<file path="src/design/fsbrw_map.svh">
// Constants for the synchronous burst read wait block
`ifndef FSBRW_MAP_SVH
`define FSBRW_MAP_SVH

// ****************************************
// Configuration encodings
// ****************************************
`define FSBRW_BL_4          3'h1
`define FSBRW_BL_8          3'h2
`define FSBRW_BL_16         3'h3
`define FSBRW_BL_CONT       3'h7
`define FSBRW_LEN_4         5'h04
`define FSBRW_LEN_8         5'h08
`define FSBRW_LEN_16        5'h10
`define FSBRW_LEN_CONT      5'h00
`define FSBRW_ORDER_LINEAR  1'h0

// ****************************************
// Timing counts and reset values
// ****************************************
`define FSBRW_LAT_MIN       4'h3
`define FSBRW_LAT_END_OF_WORDLINE_MIN  4'h5
`define FSBRW_ADDR_RESET    16'h0000
`define FSBRW_DATA_RESET    16'h0000

`endif

</file>
<file path="src/design/fsbrw_pkg.sv">
// Types and shared decoding for the synchronous burst read wait block
`include "fsbrw_map.svh"

package fsbrw_pkg;

    typedef enum logic [1:0] {
        FSBRW_IDLE  = 2'b00,
        FSBRW_LAT   = 2'b01,
        FSBRW_BURST = 2'b10,
        FSBRW_DONE  = 2'b11
    } fsbrw_phase_t;

    typedef struct packed {
        fsbrw_phase_t phase;
        logic [3:0]   gap;
        logic [4:0]   words;
        logic         end_of_wordline_done;
        logic         unaligned;
        logic [1:0]   start_lo;
        logic         valid;
        logic         asserted;
        logic         asserted_late;
        logic [15:0]  addr;
        logic [15:0]  dq;
        logic [15:0]  dq_late;
    } fsbrw_state_t;

    // Burst length code to word count, zero for continuous
    function automatic logic [4:0] fsbrw_len_words(input logic [2:0] code);
        logic [4:0] len;
        len = `FSBRW_LEN_CONT;
        if (code == `FSBRW_BL_4)
            len = `FSBRW_LEN_4;
        else if (code == `FSBRW_BL_8)
            len = `FSBRW_LEN_8;
        else if (code == `FSBRW_BL_16)
            len = `FSBRW_LEN_16;
        return len;
    endfunction : fsbrw_len_words

endpackage : fsbrw_pkg

</file>
<file path="src/design/fsbrw_addr_step.sv">
// Next word address of a linear burst, with or without wrap
`timescale 1ns/1ns
`include "fsbrw_map.svh"

module fsbrw_addr_step
    import fsbrw_pkg::*;
(
    input  wire logic [15:0] addr,
    input  wire logic [2:0]  burst_length,
    input  wire logic        burst_wrap,
    output logic      [15:0] next_addr
);

    logic [4:0]  len;
    logic [15:0] mask;
    logic [15:0] inc;

    always_comb
    begin
        len  = fsbrw_len_words(burst_length);
        inc  = addr + 16'h0001;
        mask = {11'h000, len - 5'h01};
        if (len != `FSBRW_LEN_CONT && !burst_wrap)
            next_addr = (addr & ~mask) | (inc & mask); // RL14
        else
            next_addr = inc; // RL15 RL16
    end

endmodule : fsbrw_addr_step

</file>
<file path="src/design/fsbrw_burst_read.sv">
// Synchronous burst read output, latency and wait handshake of a NOR flash
//
// Rules of the document for this block
// RL1 - First data only after programmed latency cycles
// RL2 - Host picks latency covering access time
// RL3 - Unaligned start may stall at wordline end
// RL4 - Wordline stall below latency count, once
// RL5 - Polarity bit sets asserted wait level
// RL6 - Wait changes only during active cycles
// RL7 - Wait marks valid data in synchronous reads
// RL8 - Nonarray wordline wait trusted first word only
// RL9 - Async reads and writes hold wait deasserted
// RL10 - Wait released unless chip and output enabled
// RL11 - Delay bit moves wait release one earlier
// RL12 - Burst order always linear
// RL13 - Length codes 4, 8, 16, continuous
// RL14 - Wrapping burst stays in aligned block
// RL15 - Non-wrapping burst crosses block boundary
// RL16 - Continuous burst always linear
// RL17 - Read mode bit selects sync or async
// RL18 - Latency codes below three are reserved
// RL19 - Clock edge bit selects output edge
// RL20 - Host samples data only without wait
`timescale 1ns/1ns
`include "fsbrw_map.svh"

module fsbrw_burst_read
    import fsbrw_pkg::*;
(
    input  wire logic        ref_clk,
    input  wire logic        reset,
    input  wire logic        address_valid_n,
    input  wire logic        chip_en_n,
    input  wire logic        out_en_n,
    input  wire logic        write_en_n,
    input  wire logic [15:0] start_addr,
    input  wire logic        nonarray_read,
    input  wire logic        read_mode,
    input  wire logic [3:0]  latency_count,
    input  wire logic        wait_polarity,
    input  wire logic        wait_delay,
    input  wire logic        clock_edge,
    input  wire logic        burst_wrap,
    input  wire logic [2:0]  burst_length,
    input  wire logic [15:0] mem_data,
    output logic      [15:0] mem_addr,
    output logic      [15:0] dq_out,
    output logic             dq_oe_n,
    output logic             wait_out,
    output logic             wait_oe_n,
    output logic             burst_order,
    output logic             data_valid
);

    fsbrw_state_t st;
    fsbrw_state_t next_st;
    logic [15:0]  step_addr;
    logic [3:0]   lat_eff;
    logic [4:0]   len;
    logic         sync;
    logic         active;
    logic         nn_valid;
    logic         asserted_sel;

    // ****************************************
    // Helpers
    // ****************************************
    function automatic logic [3:0] end_of_wordline_waits(input logic [1:0] lo, input logic [3:0] lat);
        logic [3:0] w;
        w = {2'h0, lo};
        if (lo == 2'h3)
            w = lat - 4'h1;
        return w;
    endfunction : end_of_wordline_waits

    function automatic logic end_of_wordline_due(input fsbrw_state_t s, input logic [3:0] lat,
                                      input logic linear, input logic nonarr);
        return s.phase == FSBRW_BURST && s.addr[3:0] == 4'h0 && !s.end_of_wordline_done
            && s.unaligned && linear && !nonarr && lat >= `FSBRW_LAT_END_OF_WORDLINE_MIN
            && end_of_wordline_waits(s.start_lo, lat) != 4'h0;
    endfunction : end_of_wordline_due

    fsbrw_addr_step u_step (
        .addr         (st.addr),
        .burst_length (burst_length),
        .burst_wrap   (burst_wrap),
        .next_addr    (step_addr)
    );

    // ****************************************
    // Next state
    // ****************************************
    always_comb
    begin
        next_st  = st;
        lat_eff  = (latency_count < `FSBRW_LAT_MIN) ? `FSBRW_LAT_MIN : latency_count; // RL18
        len      = fsbrw_len_words(burst_length); // RL13
        sync     = !read_mode; // RL17
        active   = !chip_en_n && !out_en_n;
        nn_valid = 1'b0;
        if (chip_en_n)
        begin
            next_st.phase = FSBRW_IDLE;
            next_st.valid = 1'b0;
        end
        else if (!address_valid_n)
        begin
            next_st.addr      = start_addr;
            next_st.unaligned = start_addr[3:0] != 4'h0; // RL3
            next_st.start_lo  = start_addr[1:0];
            next_st.end_of_wordline_done = 1'b0;
            next_st.words     = 5'h00;
            next_st.valid     = 1'b0;
            next_st.gap       = lat_eff - 4'h1; // RL1
            next_st.phase     = sync ? FSBRW_LAT : FSBRW_IDLE;
        end
        else
        begin
            unique case (st.phase)
                FSBRW_IDLE:
                begin
                    next_st.valid = 1'b0;
                    if (!sync)
                        next_st.dq = mem_data;
                end
                FSBRW_LAT, FSBRW_BURST:
                begin
                    if (st.gap != 4'h0)
                    begin
                        next_st.gap   = st.gap - 4'h1;
                        next_st.valid = 1'b0;
                    end
                    else if (end_of_wordline_due(st, lat_eff, burst_wrap || len == `FSBRW_LEN_CONT,
                                      nonarray_read))
                    begin
                        next_st.gap       = end_of_wordline_waits(st.start_lo, lat_eff) - 4'h1; // RL4
                        next_st.end_of_wordline_done = 1'b1;
                        next_st.valid     = 1'b0;
                    end
                    else
                    begin
                        next_st.dq    = mem_data;
                        next_st.valid = 1'b1;
                        next_st.words = st.words + 5'h01;
                        next_st.addr  = nonarray_read ? st.addr : step_addr;
                        next_st.phase = (len != `FSBRW_LEN_CONT && st.words + 5'h01 == len)
                                        ? FSBRW_DONE : FSBRW_BURST;
                    end
                end
                FSBRW_DONE:
                begin
                    next_st.valid = 1'b1;
                end
            endcase
        end
        // Validity one edge beyond the next, for early wait release
        if (next_st.phase == FSBRW_DONE)
            nn_valid = 1'b1;
        else if (next_st.phase != FSBRW_IDLE && next_st.gap == 4'h0)
            nn_valid = !end_of_wordline_due(next_st, lat_eff, burst_wrap || len == `FSBRW_LEN_CONT,
                                 nonarray_read);
        if (active) // RL6
        begin
            if (!sync || !write_en_n || next_st.phase == FSBRW_IDLE)
                next_st.asserted = 1'b0; // RL9
            else if (wait_delay)
                next_st.asserted = !nn_valid; // RL11
            else
                next_st.asserted = !next_st.valid; // RL7 RL8
        end
        next_st.dq_late       = st.dq;
        next_st.asserted_late = st.asserted;
    end

    always_ff @(posedge ref_clk)
    begin
        if (reset)
        begin
            st <= '{phase: FSBRW_IDLE, gap: 4'h0, words: 5'h00, end_of_wordline_done: 1'b0,
                    unaligned: 1'b0, start_lo: 2'h0, valid: 1'b0, asserted: 1'b0,
                    asserted_late: 1'b0, addr: `FSBRW_ADDR_RESET,
                    dq: `FSBRW_DATA_RESET, dq_late: `FSBRW_DATA_RESET};
        end
        else
        begin
            st <= next_st;
        end
    end

    // ****************************************
    // Outputs
    // ****************************************
    // Falling edge output approximated by one extra stage
    assign asserted_sel = clock_edge ? st.asserted : st.asserted_late; // RL19
    assign dq_out       = clock_edge ? st.dq : st.dq_late;
    assign wait_out     = asserted_sel ? wait_polarity : !wait_polarity; // RL5
    assign wait_oe_n    = !active; // RL10
    assign dq_oe_n      = !active;
    assign mem_addr     = st.addr;
    assign burst_order  = `FSBRW_ORDER_LINEAR; // RL12
    assign data_valid   = st.valid;

    // ****************************************
    // Checks
    // ****************************************
    logic [4:0] since_adv;
    logic [15:0] prev_addr;
    always_ff @(posedge ref_clk)
    begin
        if (reset || (!address_valid_n && !chip_en_n))
            since_adv <= 5'h00;
        else if (since_adv != 5'h1F)
            since_adv <= since_adv + 5'h01;
        prev_addr <= st.addr;
    end
endmodule : fsbrw_burst_read

</file>
<file path="config.mk">
export PLATFORM = sky130hd
export DESIGN_NAME = fsbrw_burst_read
export DESIGN_NICKNAME = d
export VERILOG_FILES = /design/src/design/fsbrw_pkg.sv /design/src/design/fsbrw_addr_step.sv /design/src/design/fsbrw_burst_read.sv
export VERILOG_INCLUDE_DIRS = /design/src /design/src/design
export SDC_FILE = /design/constraint.sdc
export NUM_CORES = 1
export LEC_CHECK = 0
export ABC_AREA = 1
export BUFFER_PORTS_ARGS = -buffer_cell sky130_fd_sc_hd__buf_2
export CORE_ASPECT_RATIO = 1.75
export CORE_MARGIN = 5
export CORE_UTILIZATION = 40
export DETAILED_ROUTE_END_ITERATION = 7
export GPL_TIMING_DRIVEN = 0
export PLACE_DENSITY = 0.66
export SKIP_CTS_REPAIR_TIMING = 1
export SLEW_MARGIN = 0
export SYNTH_ARGS = -nofsm -noshare
export SYNTH_HDL_FRONTEND = slang
export SYNTH_SLANG_ARGS = --single-unit
</file>
<file path="constraint.sdc">
create_clock -name ref_clk -period 2.44 [get_ports ref_clk]
set_clock_uncertainty 0.05 [all_clocks]
set_input_delay 0.366 -clock ref_clk [delete_from_list [all_inputs] [get_ports ref_clk]]
set_output_delay 0.366 -clock ref_clk [all_outputs]
set_load 0.05 [all_outputs]
</file>
==> reports/metrics.yaml, run 1 <==
initial_core_util_pct: 40.4
syn_inst: 573
worstSetupPathType: "in -> reg"
ys_seq_elements: 66
cp_slowest_cell: "ha_4"
die_w_um: 85.0
clk_latency_ns: 0.34
syn-mean-instance-area_um2: 6.86
cts_root_buf: "clkbuf_16"
cp.depth: 16
cp_top_family: "compound AO/OA/AOI/OAI gates"
num_antenna_cells: 0
grtUsageTotal_pct: 18.9
crit_path_start_kind: "primary input"
gp_congestion: 0.912
antenna_found_initial: 0
reg2reg_depth: 12
grt_max_degree: 14
max-clock-path-buffers: 2
tns_ns: 0
cp_cell_sequence: "buf_8 -> nor2_4 -> nor2_4 -> ha_4 -> a21oi_4 -> inv_2 -> ha_4 -> nand3_4 -> nand2_4 -> nand3_4 -> o21ai_4 -> o21ai_4 -> a31oi_4 -> buf_6 -> o21ai_2 -> a21oi_2"
fillCellCount: 995
ff2ff_setup_slack_ns: 0.07
synth-edff-count: 0
cp-startpoint: "latency_count[3]"
io_pins: 88
numCtsBuffers: 9
drv_cap: 0
coreArea_mm2: 0.00973
yosysTopAreaCellShare_pct: 33.6
rsz0062_at_grt: "yes"
cts_tree: "done"
max_freq_ghz: 0.421
die_area_mm2: 0.0120
synth_area_mm2: 0.00393
grt_overflow: 0
grt_pass1_vias: 4036
drc: 0
synthFlopType: "dfxtp_1"
run_status: "complete, no violations"
arrival_ns: 2.60
nets: 747
clkSlewWorstSetupHoldPaths_ns: 0.06
r2r-start: "st[52]$_SDFF_PP0_"
async_flop_share_pct: 0
max-slew-margin-rel_pct: 57.5
via_per_inst: 5.11
grt_pass1_wl_mm: 18.3
synthTopCellsByArea: "dfxtp_1, nand2_1, a21oi_1"
synth.largest_area_cell: "dfxtp_1"
synth_most_common_cell: "nand2_1"
crit_fanout: 8
peakVddDrop_v: 0.000485
setup_viol: 0
row_count: 48
worst_pin_slew_ns: 0.637
slew_viol_final: 0
p_leak_nw: 2.34
clock-sinks: 66
hpwl_mm: 8.71
pre_cts_slack_ns: -0.482
end_kind: "flip-flop"
drtIter0Drc: 198
worstPathRequired_ns: 2.66
port_buffers: 85
htreeDepth: 3
final_antenna_net_count: 0
wl_per_cell_um: 14.4
finalHoldViolations: 0
powerDensity_mw_per_mm2: 640
drive_gt1_share_pct: 30.2
wl_mm: 11.7
ys_types: 46
synth-seq-area-share_pct: 33.6
endpoint: "mem_addr[6]$_SDFFE_PP0P_"
cpPeakStageDelay_ns: 0.29
vias: 4159
fin_crit_ns: 2.38
synth_fp_nets: 636
dr.pass1.iters: 6
hp-class: "in -> reg"
r2r-end: "mem_addr[6]$_SDFFE_PP0P_"
path_buf_inv: 3
synthTopCellsByCount: "nand2_1, nor2_1, inv_1"
fin_ws_ns: 0.0620
finalPower_mw: 3.30
fin_crit_sh_pct: 97.5
synthToLayoutAreaGrowth_pct: 31.1
hold_ws_ns: 0.238
yosysWarnings: 0
die_y_um: 141
[cells in the final DEF, fill, tap and decap left out, types with 10 or more instances in the layout]
master / synthesis / routed
a21oi_1: 64 / 63
a21oi_2: 11 / 11
buf_2: 2 / 85
buf_4: 19 / 32
clkbuf_1: 11 / 10
dfxtp_1: 66 / 64
inv_1: 72 / 69
nand2_1: 93 / 90
nand3_1: 32 / 29
nor2_1: 79 / 74
o21ai_0: 26 / 24
[cells by family after synthesis]
logic type               count (synthesis)  share of synthesized area (%)
AO/OA/AOI/OAI                          138                           21.1
XOR/XNOR                                10                           2.23
adder cells (fa/ha/maj)                 12                           3.82
buffers and inverters                  116                           13.5
flip-flops                              66                           33.6
other                                    1                         0.0954
AND/OR/NAND/NOR                        230                           25.7
[power breakdown]
group | switching (mW) | leakage, nW | internal [mW]
logic | 0.468 | 1.65 | 0.235
clock network | 0.520 | 0.149 | 0.901
registers | 0.0411 | 0.539 | 1.13
[per-layer routing]
metal | vias up | global-route usage (%) | part of all wire (%)
met5 | - | 0 | 0
met4 | 0 | 10.3 | 3.6
met3 | 37 | 3.98 | 4.8
met2 | 110 | 34.6 | 55
met1 | 1938 | 19.6 | 37
li1 | 2074 | - | -
[area by class of cell]
cell class              instances  area (um^2)  share of cell area [%]
inverters                      80          308                    5.97
well taps                     125          156                    3.03
clock inverters                 7          100                    1.94
plain buffers                  36          233                    4.52
clock buffers                   9          225                    4.37
multi-input cells             391         2250                    43.7
flip-flops and latches         66         1320                    25.7
repair buffers                100          558                    10.8
[how the worst min path moves through the flow]
stage / from / end / slack, ns / cells after the start
2_1_floorplan: next_st[48]$_SDFFE_PP0P_ / st[48]$_SDFF_PP0_ / 0.37 / 2
3_3_place_gp: next_st[7]$_SDFFE_PP0P_ / st[7]$_SDFF_PP0_ / 0.39 / 2
3_5_place_dp: next_st[48]$_SDFFE_PP0P_ / st[48]$_SDFF_PP0_ / 0.39 / 2
4_1_cts: start_addr[9] / mem_addr[9]$_SDFFE_PP0P_ / 0.23 / 3
5_1_grt: start_addr[9] / mem_addr[9]$_SDFFE_PP0P_ / 0.26 / 3
6_report: wait_delay / next_st[48]$_SDFFE_PP0P_ / 0.24 / 4
[state kept, by name (all words and copies together) (netlist names)]
| name | cells |
|---|---|
| next_st | 17 |
| st | 32 |
| mem_addr | 16 |
| data_valid | 1 |
[per-stage QoR]
stage                     cell area [um^2]  util, %  instances
after floorplan                       3940        -        573
after global placement                4520     46.5        783
after detailed placement              4520     46.5        783
after CTS                             4850     49.8        799
after global routing                  5150     53.0        814
final                                 5150     53.0        814
[worst reg2reg max path: cells and delay by family, from the launching register on]
family	cells	cell delay (ns)
AO/OA/AOI/OAI	6	1.07
adder cells (fa/ha/maj)	1	0.20
buffers and inverters	2	0.28
flip-flops	1	0.35
AND/OR/NAND/NOR	3	0.35
Power figures use the tool's default switching activity.
==> inputs of run 2 (changes only) <==
--- a/config.mk
+++ b/config.mk
@@ -7,13 +7,14 @@
 export NUM_CORES = 1
 export LEC_CHECK = 0
 export ABC_AREA = 1
-export BUFFER_PORTS_ARGS = -buffer_cell sky130_fd_sc_hd__buf_2
 export CORE_ASPECT_RATIO = 1.75
 export CORE_MARGIN = 5
 export CORE_UTILIZATION = 40
 export DETAILED_ROUTE_END_ITERATION = 7
+export DONT_BUFFER_PORTS = 1
 export GPL_TIMING_DRIVEN = 0
-export PLACE_DENSITY = 0.66
+export PLACE_DENSITY = 0.58
+export REMOVE_ABC_BUFFERS = 1
 export SKIP_CTS_REPAIR_TIMING = 1
 export SLEW_MARGIN = 0
 export SYNTH_ARGS = -nofsm -noshare
==> run 2 against run 1 <==
Net effect:
- die area is the same
- sequential power grew 5%
- critical endpoint is now mem_addr[14]$_SDFFE_PP0P_
- wire length shrank 7.6%
- first-iteration DRC count grew 6.1%
- sequential share of layout area grew 3.3 points
- final area shrank 10%
- via count shrank 10%
- fmax grew 0.35%
- largest power group unchanged
- non-clock buffer count shrank 109
- total power shrank 7.9%
==> reports/metrics.yaml, run 2 (same netlist as run 1, synthesis figures left out) <==
drv_cap: 0  # unchanged
arrival_ns: 2.54  # -0.06 ns
crit_fanout: 5  # -3
final_common_cell: "nand2_1"
drc: 0  # unchanged
cp.depth: 13  # -3
worst_pin_slew_ns: 1.10  # +0.464 ns
endpoint: "mem_addr[14]$_SDFFE_PP0P_"
end_kind: "flip-flop"
cp_cell_sequence: "ha_4 -> nand2_1 -> nor2_2 -> nand3_1 -> nor2_2 -> nand2_2 -> nor2_4 -> nand3_2 -> nor3_2 -> xnor2_1 -> nor2_1 -> a21oi_2 -> a21oi_2"
finalHoldViolations: 0  # unchanged
ff2ff_setup_slack_ns: 0.07  # about the same
fin_crit_ns: 2.37  # -0.00839 ns
row_count: 48  # unchanged
cts_tree: "done"
cp_top_family: "simple AND/OR/NAND/NOR gates"
die_w_um: 85.0  # unchanged
cts_root_buf: "clkbuf_16"
drive_gt1_share_pct: 20.3  # -9.9 points
max_freq_ghz: 0.422  # +0.35%
reg2reg_depth: 13  # +1
hold_path_depth: 1  # -3
clock-sinks: 66  # unchanged
hp-class: "in -> reg"
synthToLayoutAreaGrowth_pct: 17.5
final_antenna_net_count: 0  # unchanged
max-slew-margin-rel_pct: 26.8  # -31 points
grtUsageTotal_pct: 17.0  # -1.9 points
worstPathRequired_ns: 2.61  # -0.05 ns
initial_core_util_pct: 40.4  # unchanged
antenna_found_initial: 0  # unchanged
grt_overflow: 0  # unchanged
peakVddDrop_v: 0.000395  # -19%
path_buf_inv: 0  # -3
die_y_um: 141  # unchanged
numCtsBuffers: 9  # unchanged
grt_pass1_vias: 3562  # -12%
cpPeakStageDelay_ns: 0.49  # +0.20 ns
grt_max_degree: 40  # +26
cp-startpoint: "mem_addr[0]$_SDFF_PP0_"
powerDensity_mw_per_mm2: 657  # +2.7%
clkSlewWorstSetupHoldPaths_ns: 0.05  # about the same
crit_path_start_kind: "flip-flop"
run_status: "complete, no violations"
nets: 639  # -14%
layout_common_cells: "nand2_1, inv_1, nor2_1"
fin_cells: 706  # -13%
setup_viol: 0  # unchanged
io_pins: 88  # unchanged
worstSetupPathType: "reg -> reg"
hpwl_mm: 7.56  # -13%
fin_crit_sh_pct: 97.1  # -0.34 points
num_antenna_cells: 0  # unchanged
r2r-start: "mem_addr[0]$_SDFF_PP0_"
coreArea_mm2: 0.00973  # unchanged
gp_congestion: 0.842  # -7.7%
largest_register: "st"
grt_pass1_wl_mm: 16.4  # -10%
wl_mm: 10.8  # -7.6%
dr.pass1.iters: 5  # -1
drtIter0Drc: 210  # +6.1%
r2r-end: "mem_addr[14]$_SDFFE_PP0P_"
max-clock-path-buffers: 2  # unchanged
slew_viol_final: 0  # unchanged
via_per_inst: 5.28  # +3.3%
placed_cells: 662  # -15%
min-delay-start: "reset"
fillCellCount: 1019  # +2.4%
htreeDepth: 3  # unchanged
cp_slowest_cell: "dfxtp_4"
wl_per_cell_um: 15.3  # +6.5%
die_area_mm2: 0.0120  # unchanged
final_util_pct: 47.5  # -5.5 points
clk_latency_ns: 0.33  # about the same
vias: 3726  # -10%
p_leak_nw: 1.89  # -19%
largest_reg_flops: 32  # unchanged
port_buffers: 0  # -100%
==> run 2: cell type report <==
class                           count  area [um^2]  area share, %
Multi-Input combinational cell    392         2290           49.5
Clock inverter                      7         77.6           1.68
Tap cell                          125          156           3.38
Inverter                           80          313           6.77
Clock buffer                        9          225           4.87
Timing Repair Buffer               27          219           4.74
Sequential cell                    66         1340           29.0
==> run 2: layer usage <==
metal  track usage, %  up-vias  routed length (um)
met4             7.01        0                 272
li1                 -     1852                   -
met2             31.1      134                5800
met5                0        -                   0
met3             5.85       25                 757
met1             17.2     1715                4010
==> run 2: how the worst min path moves through the flow <==
stage | endpoint | slack [ns]
floorplan | st[48]$_SDFF_PP0_ | 0.37
global placement | st[48]$_SDFF_PP0_ | 0.38
detailed placement | st[48]$_SDFF_PP0_ | 0.39
CTS | mem_addr[3]$_SDFF_PP0_ | 0.05
global route | mem_addr[3]$_SDFF_PP0_ | 0.04
finish | mem_addr[3]$_SDFF_PP0_ | 0.05
==> run 2: power by group <==
part / internal [mW] / switching, mW
Clock: 0.797 / 0.510
Sequential: 1.13 / 0.104
Combinational: 0.155 / 0.339
Total: 2.08 / 0.952
==> run 2: worst register-to-register path: stages, from the launching register on <==
cell and delay [ns]:
dfxtp_4 0.49, ha_4 0.17, nand2_1 0.06, nor2_2 0.17, nand3_1 0.10, nor2_2 0.17
nand2_2 0.10, nor2_4 0.16, nand3_2 0.12, nor3_2 0.26, xnor2_1 0.15, nor2_1 0.07
a21oi_2 0.13, a21oi_2 0.06
==> run 2: metrics by stage <==
| stage | TNS [ns] | power, mW | hold WS, ns | worst slack [ns] | area (um^2) |
|---|---|---|---|---|---|
| floorplan | -4.20 | 1.60 | 0.371 | -0.440 | 3710 |
| global placement | -17.74 | 1.67 | 0.381 | -0.875 | 3860 |
| detailed placement | -19.12 | 1.68 | 0.392 | -0.928 | 3860 |
| CTS | -17.03 | 2.99 | 0.0502 | -0.863 | 4170 |
| global route | -0.213 | 3.17 | 0.0417 | -0.0357 | 4620 |
| finish | 0 | 3.03 | 0.0529 | 0.0704 | 4620 |
==> inputs of run 3 (changes only) <==
--- a/config.mk
+++ b/config.mk
@@ -13,7 +13,7 @@
 export DETAILED_ROUTE_END_ITERATION = 7
 export DONT_BUFFER_PORTS = 1
 export GPL_TIMING_DRIVEN = 0
-export PLACE_DENSITY = 0.58
+export PLACE_DENSITY = 0.56
 export REMOVE_ABC_BUFFERS = 1
 export SKIP_CTS_REPAIR_TIMING = 1
 export SLEW_MARGIN = 0
==> constraint.sdc (replaced) <==
create_clock -name ref_clk -period 2.7 [get_ports ref_clk]
set_clock_uncertainty 0.05 [all_clocks]
set_input_delay 0.405 -clock ref_clk [delete_from_list [all_inputs] [get_ports ref_clk]]
set_output_delay 0.405 -clock ref_clk [all_outputs]
set_load 0.05 [all_outputs]
==> run 3 against run 2 <==
Net effect:
- worst hold slack gained 0.025 ns
- critical path depth grew 6
- die area is the same
- wire length shrank 6.5%
- global-route usage is essentially flat
- largest cell class unchanged
- largest power group unchanged
- highest routed layer unchanged
==> reports/metrics.yaml, run 3 (same netlist as run 1, synthesis figures left out) <==
setup_viol: 0  # unchanged
hpwl_mm: 7.52  # -0.53%
wl_mm: 10.1  # -6.5%
top_usage_layer: "met2"
end_kind: "flip-flop"
grt_pass1_wl_mm: 16.2  # -1.2%
cp_cell_sequence: "inv_1 -> ha_1 -> inv_2 -> nor3_4 -> nand2_1 -> nor2_1 -> nand2_1 -> nand2_1 -> nand3_1 -> nand2_1 -> inv_1 -> nand2_1 -> nor2_1 -> nand2_1 -> nand2_1 -> nand2_1 -> nand2_1 -> nand2_1 -> nand2_1"
worst_pin_slew_ns: 1.11  # +0.00874 ns
worstPathRequired_ns: 2.88  # +0.27 ns
numCtsBuffers: 9  # unchanged
rsz0062_at_grt: "no"
tns_ns: 0  # unchanged
max_freq_ghz: 0.404  # -4.3%
largest_reg_flops: 32  # unchanged
max-clock-path-buffers: 2  # unchanged
p_leak_nw: 1.77  # -6.0%
hp-class: "in -> reg"
met1_usage_pct: 16.2  # -0.98 points
cts_tree: "done"
vias: 3544  # -4.9%
peakVddDrop_v: 0.000293  # -26%
powerDensity_mw_per_mm2: 628  # -4.4%
fillCellCount: 1054  # +3.4%
clkSlewWorstSetupHoldPaths_ns: 0.06  # about the same
row_count: 48  # unchanged
die_w_um: 85.0  # unchanged
finalHoldViolations: 0  # unchanged
antenna_found_initial: 0  # unchanged
via_per_inst: 5.16  # -2.3%
crit_path_start_kind: "flip-flop"
layout_common_cells: "nand2_1, nor2_1, inv_1"
grt_use_met3_pct: 6.67  # +0.82 points
drive_gt1_share_pct: 13.0  # -7.3 points
final_antenna_net_count: 0  # unchanged
run_status: "complete, no violations"
cts_root_buf: "clkbuf_16"
fin_crit_sh_pct: 91.7  # -5.4 points
grt_pass1_vias: 3500  # -1.7%
dr.pass1.iters: 4  # -1
htreeDepth: 3  # unchanged
seq_area_mm2: 0.00133  # -0.84%
die_area_mm2: 0.0120  # unchanged
crit_fanout: 8  # +3
largest_register: "st"
cp_slowest_cell: "ha_1"
grt_use_met2_pct: 32.0  # +0.86 points
arrival_ns: 2.66  # +0.12 ns
design_area_mm2: 0.00430  # -6.9%
fin_crit_ns: 2.48  # +0.106 ns
cpPeakStageDelay_ns: 0.44  # -0.05 ns
place_area_mm2: 0.00386  # unchanged
port_buffers: 0  # unchanged
clk_latency_ns: 0.34  # about the same
grt_max_degree: 40  # unchanged
worstSetupPathType: "reg -> reg"
multi_input_area_mm2: 0.00213  # -6.7%
final_common_cell: "nand2_1"
finalPower_mw: 2.70  # -11%
drtIter0Drc: 145  # -31%
coreArea_mm2: 0.00973  # unchanged
max-slew-margin-rel_pct: 26.2  # -0.58 points
io_pins: 88  # unchanged
grt_overflow: 0  # unchanged
drv_cap: 0  # unchanged
die_y_um: 141  # unchanged
drc: 0  # unchanged
gp_congestion: 0.835  # -0.83%
initial_core_util_pct: 40.4  # unchanged
num_antenna_cells: 0  # unchanged
clock-sinks: 66  # unchanged
hold_ws_ns: 0.0779  # +0.0250 ns
synthToLayoutAreaGrowth_pct: 9.39
slew_viol_final: 0  # unchanged
nets: 620  # -3.0%
timing.critical_path.mode_cell: "nand2_1"
wl_per_cell_um: 14.7  # -3.9%
grtUsageTotal_pct: 16.9  # -0.048 points
[run 3: cell types whose count changed in the layout (fill, tap and decap cells not counted), sizes merged]
| cell | before | now |
|---|---|---|
| buf | 27 | 8 |
| clkinv | 5 | 3 |
| inv | 80 | 82 |
[run 3: worst paths after layout]
kind                                               start                       end  slack (ns)  depth (start not counted)
worst max-delay path                   st[64]$_SDFF_PP0_  next_st[48]$_SDFFE_PP0P_        0.22                         19
worst min-delay path                               reset    mem_addr[0]$_SDFF_PP0_        0.08                          1
worst max register to register         st[64]$_SDFF_PP0_  next_st[48]$_SDFFE_PP0P_        0.22                         19
worst min register to register  next_st[48]$_SDFFE_PP0P_         st[48]$_SDFF_PP0_        0.39                          2
[run 3: worst max-delay path, delay by kind of cell (launching register included)]
family / cells / cell delay, ns
adder cells (fa/ha/maj): 1 / 0.44
AND/OR/NAND/NOR: 15 / 1.23
buffers and inverters: 3 / 0.29
flip-flops: 1 / 0.35
[run 3: layout make-up]
class	count	area share, %
clock buffer	9	5.24
clock inverter	7	1.80
inverter	80	7.10
multi-input combinational	392	49.6
sequential	66	30.9
tap	125	3.64
timing repair buffer	8	1.69
[run 3: report_power, final]
part | internal (mW) | switching [mW]
Sequential | 1.02 | 0.0906
Clock | 0.722 | 0.464
Combinational | 0.116 | 0.285
[run 3: through the flow]
| stage | util [%] | std cells | worst slack, ns |
|---|---|---|---|
| finish | 44.2 | 687 | 0.224 |
| global route | 44.2 | 687 | 0.000912 |
| CTS | 42.8 | 678 | -0.611 |
| detailed placement | 39.7 | 662 | -0.707 |
| global placement | 39.7 | 662 | -0.669 |
| floorplan | - | 537 | -0.219 |
[run 3: per-layer routing]
| layer | part of all wire [%] | routed length, um |
|---|---|---|
| met5 | 0 | 0 |
| met4 | 2.4 | 246 |
| met3 | 7.2 | 731 |
| met2 | 54 | 5430 |
| met1 | 37 | 3720 |
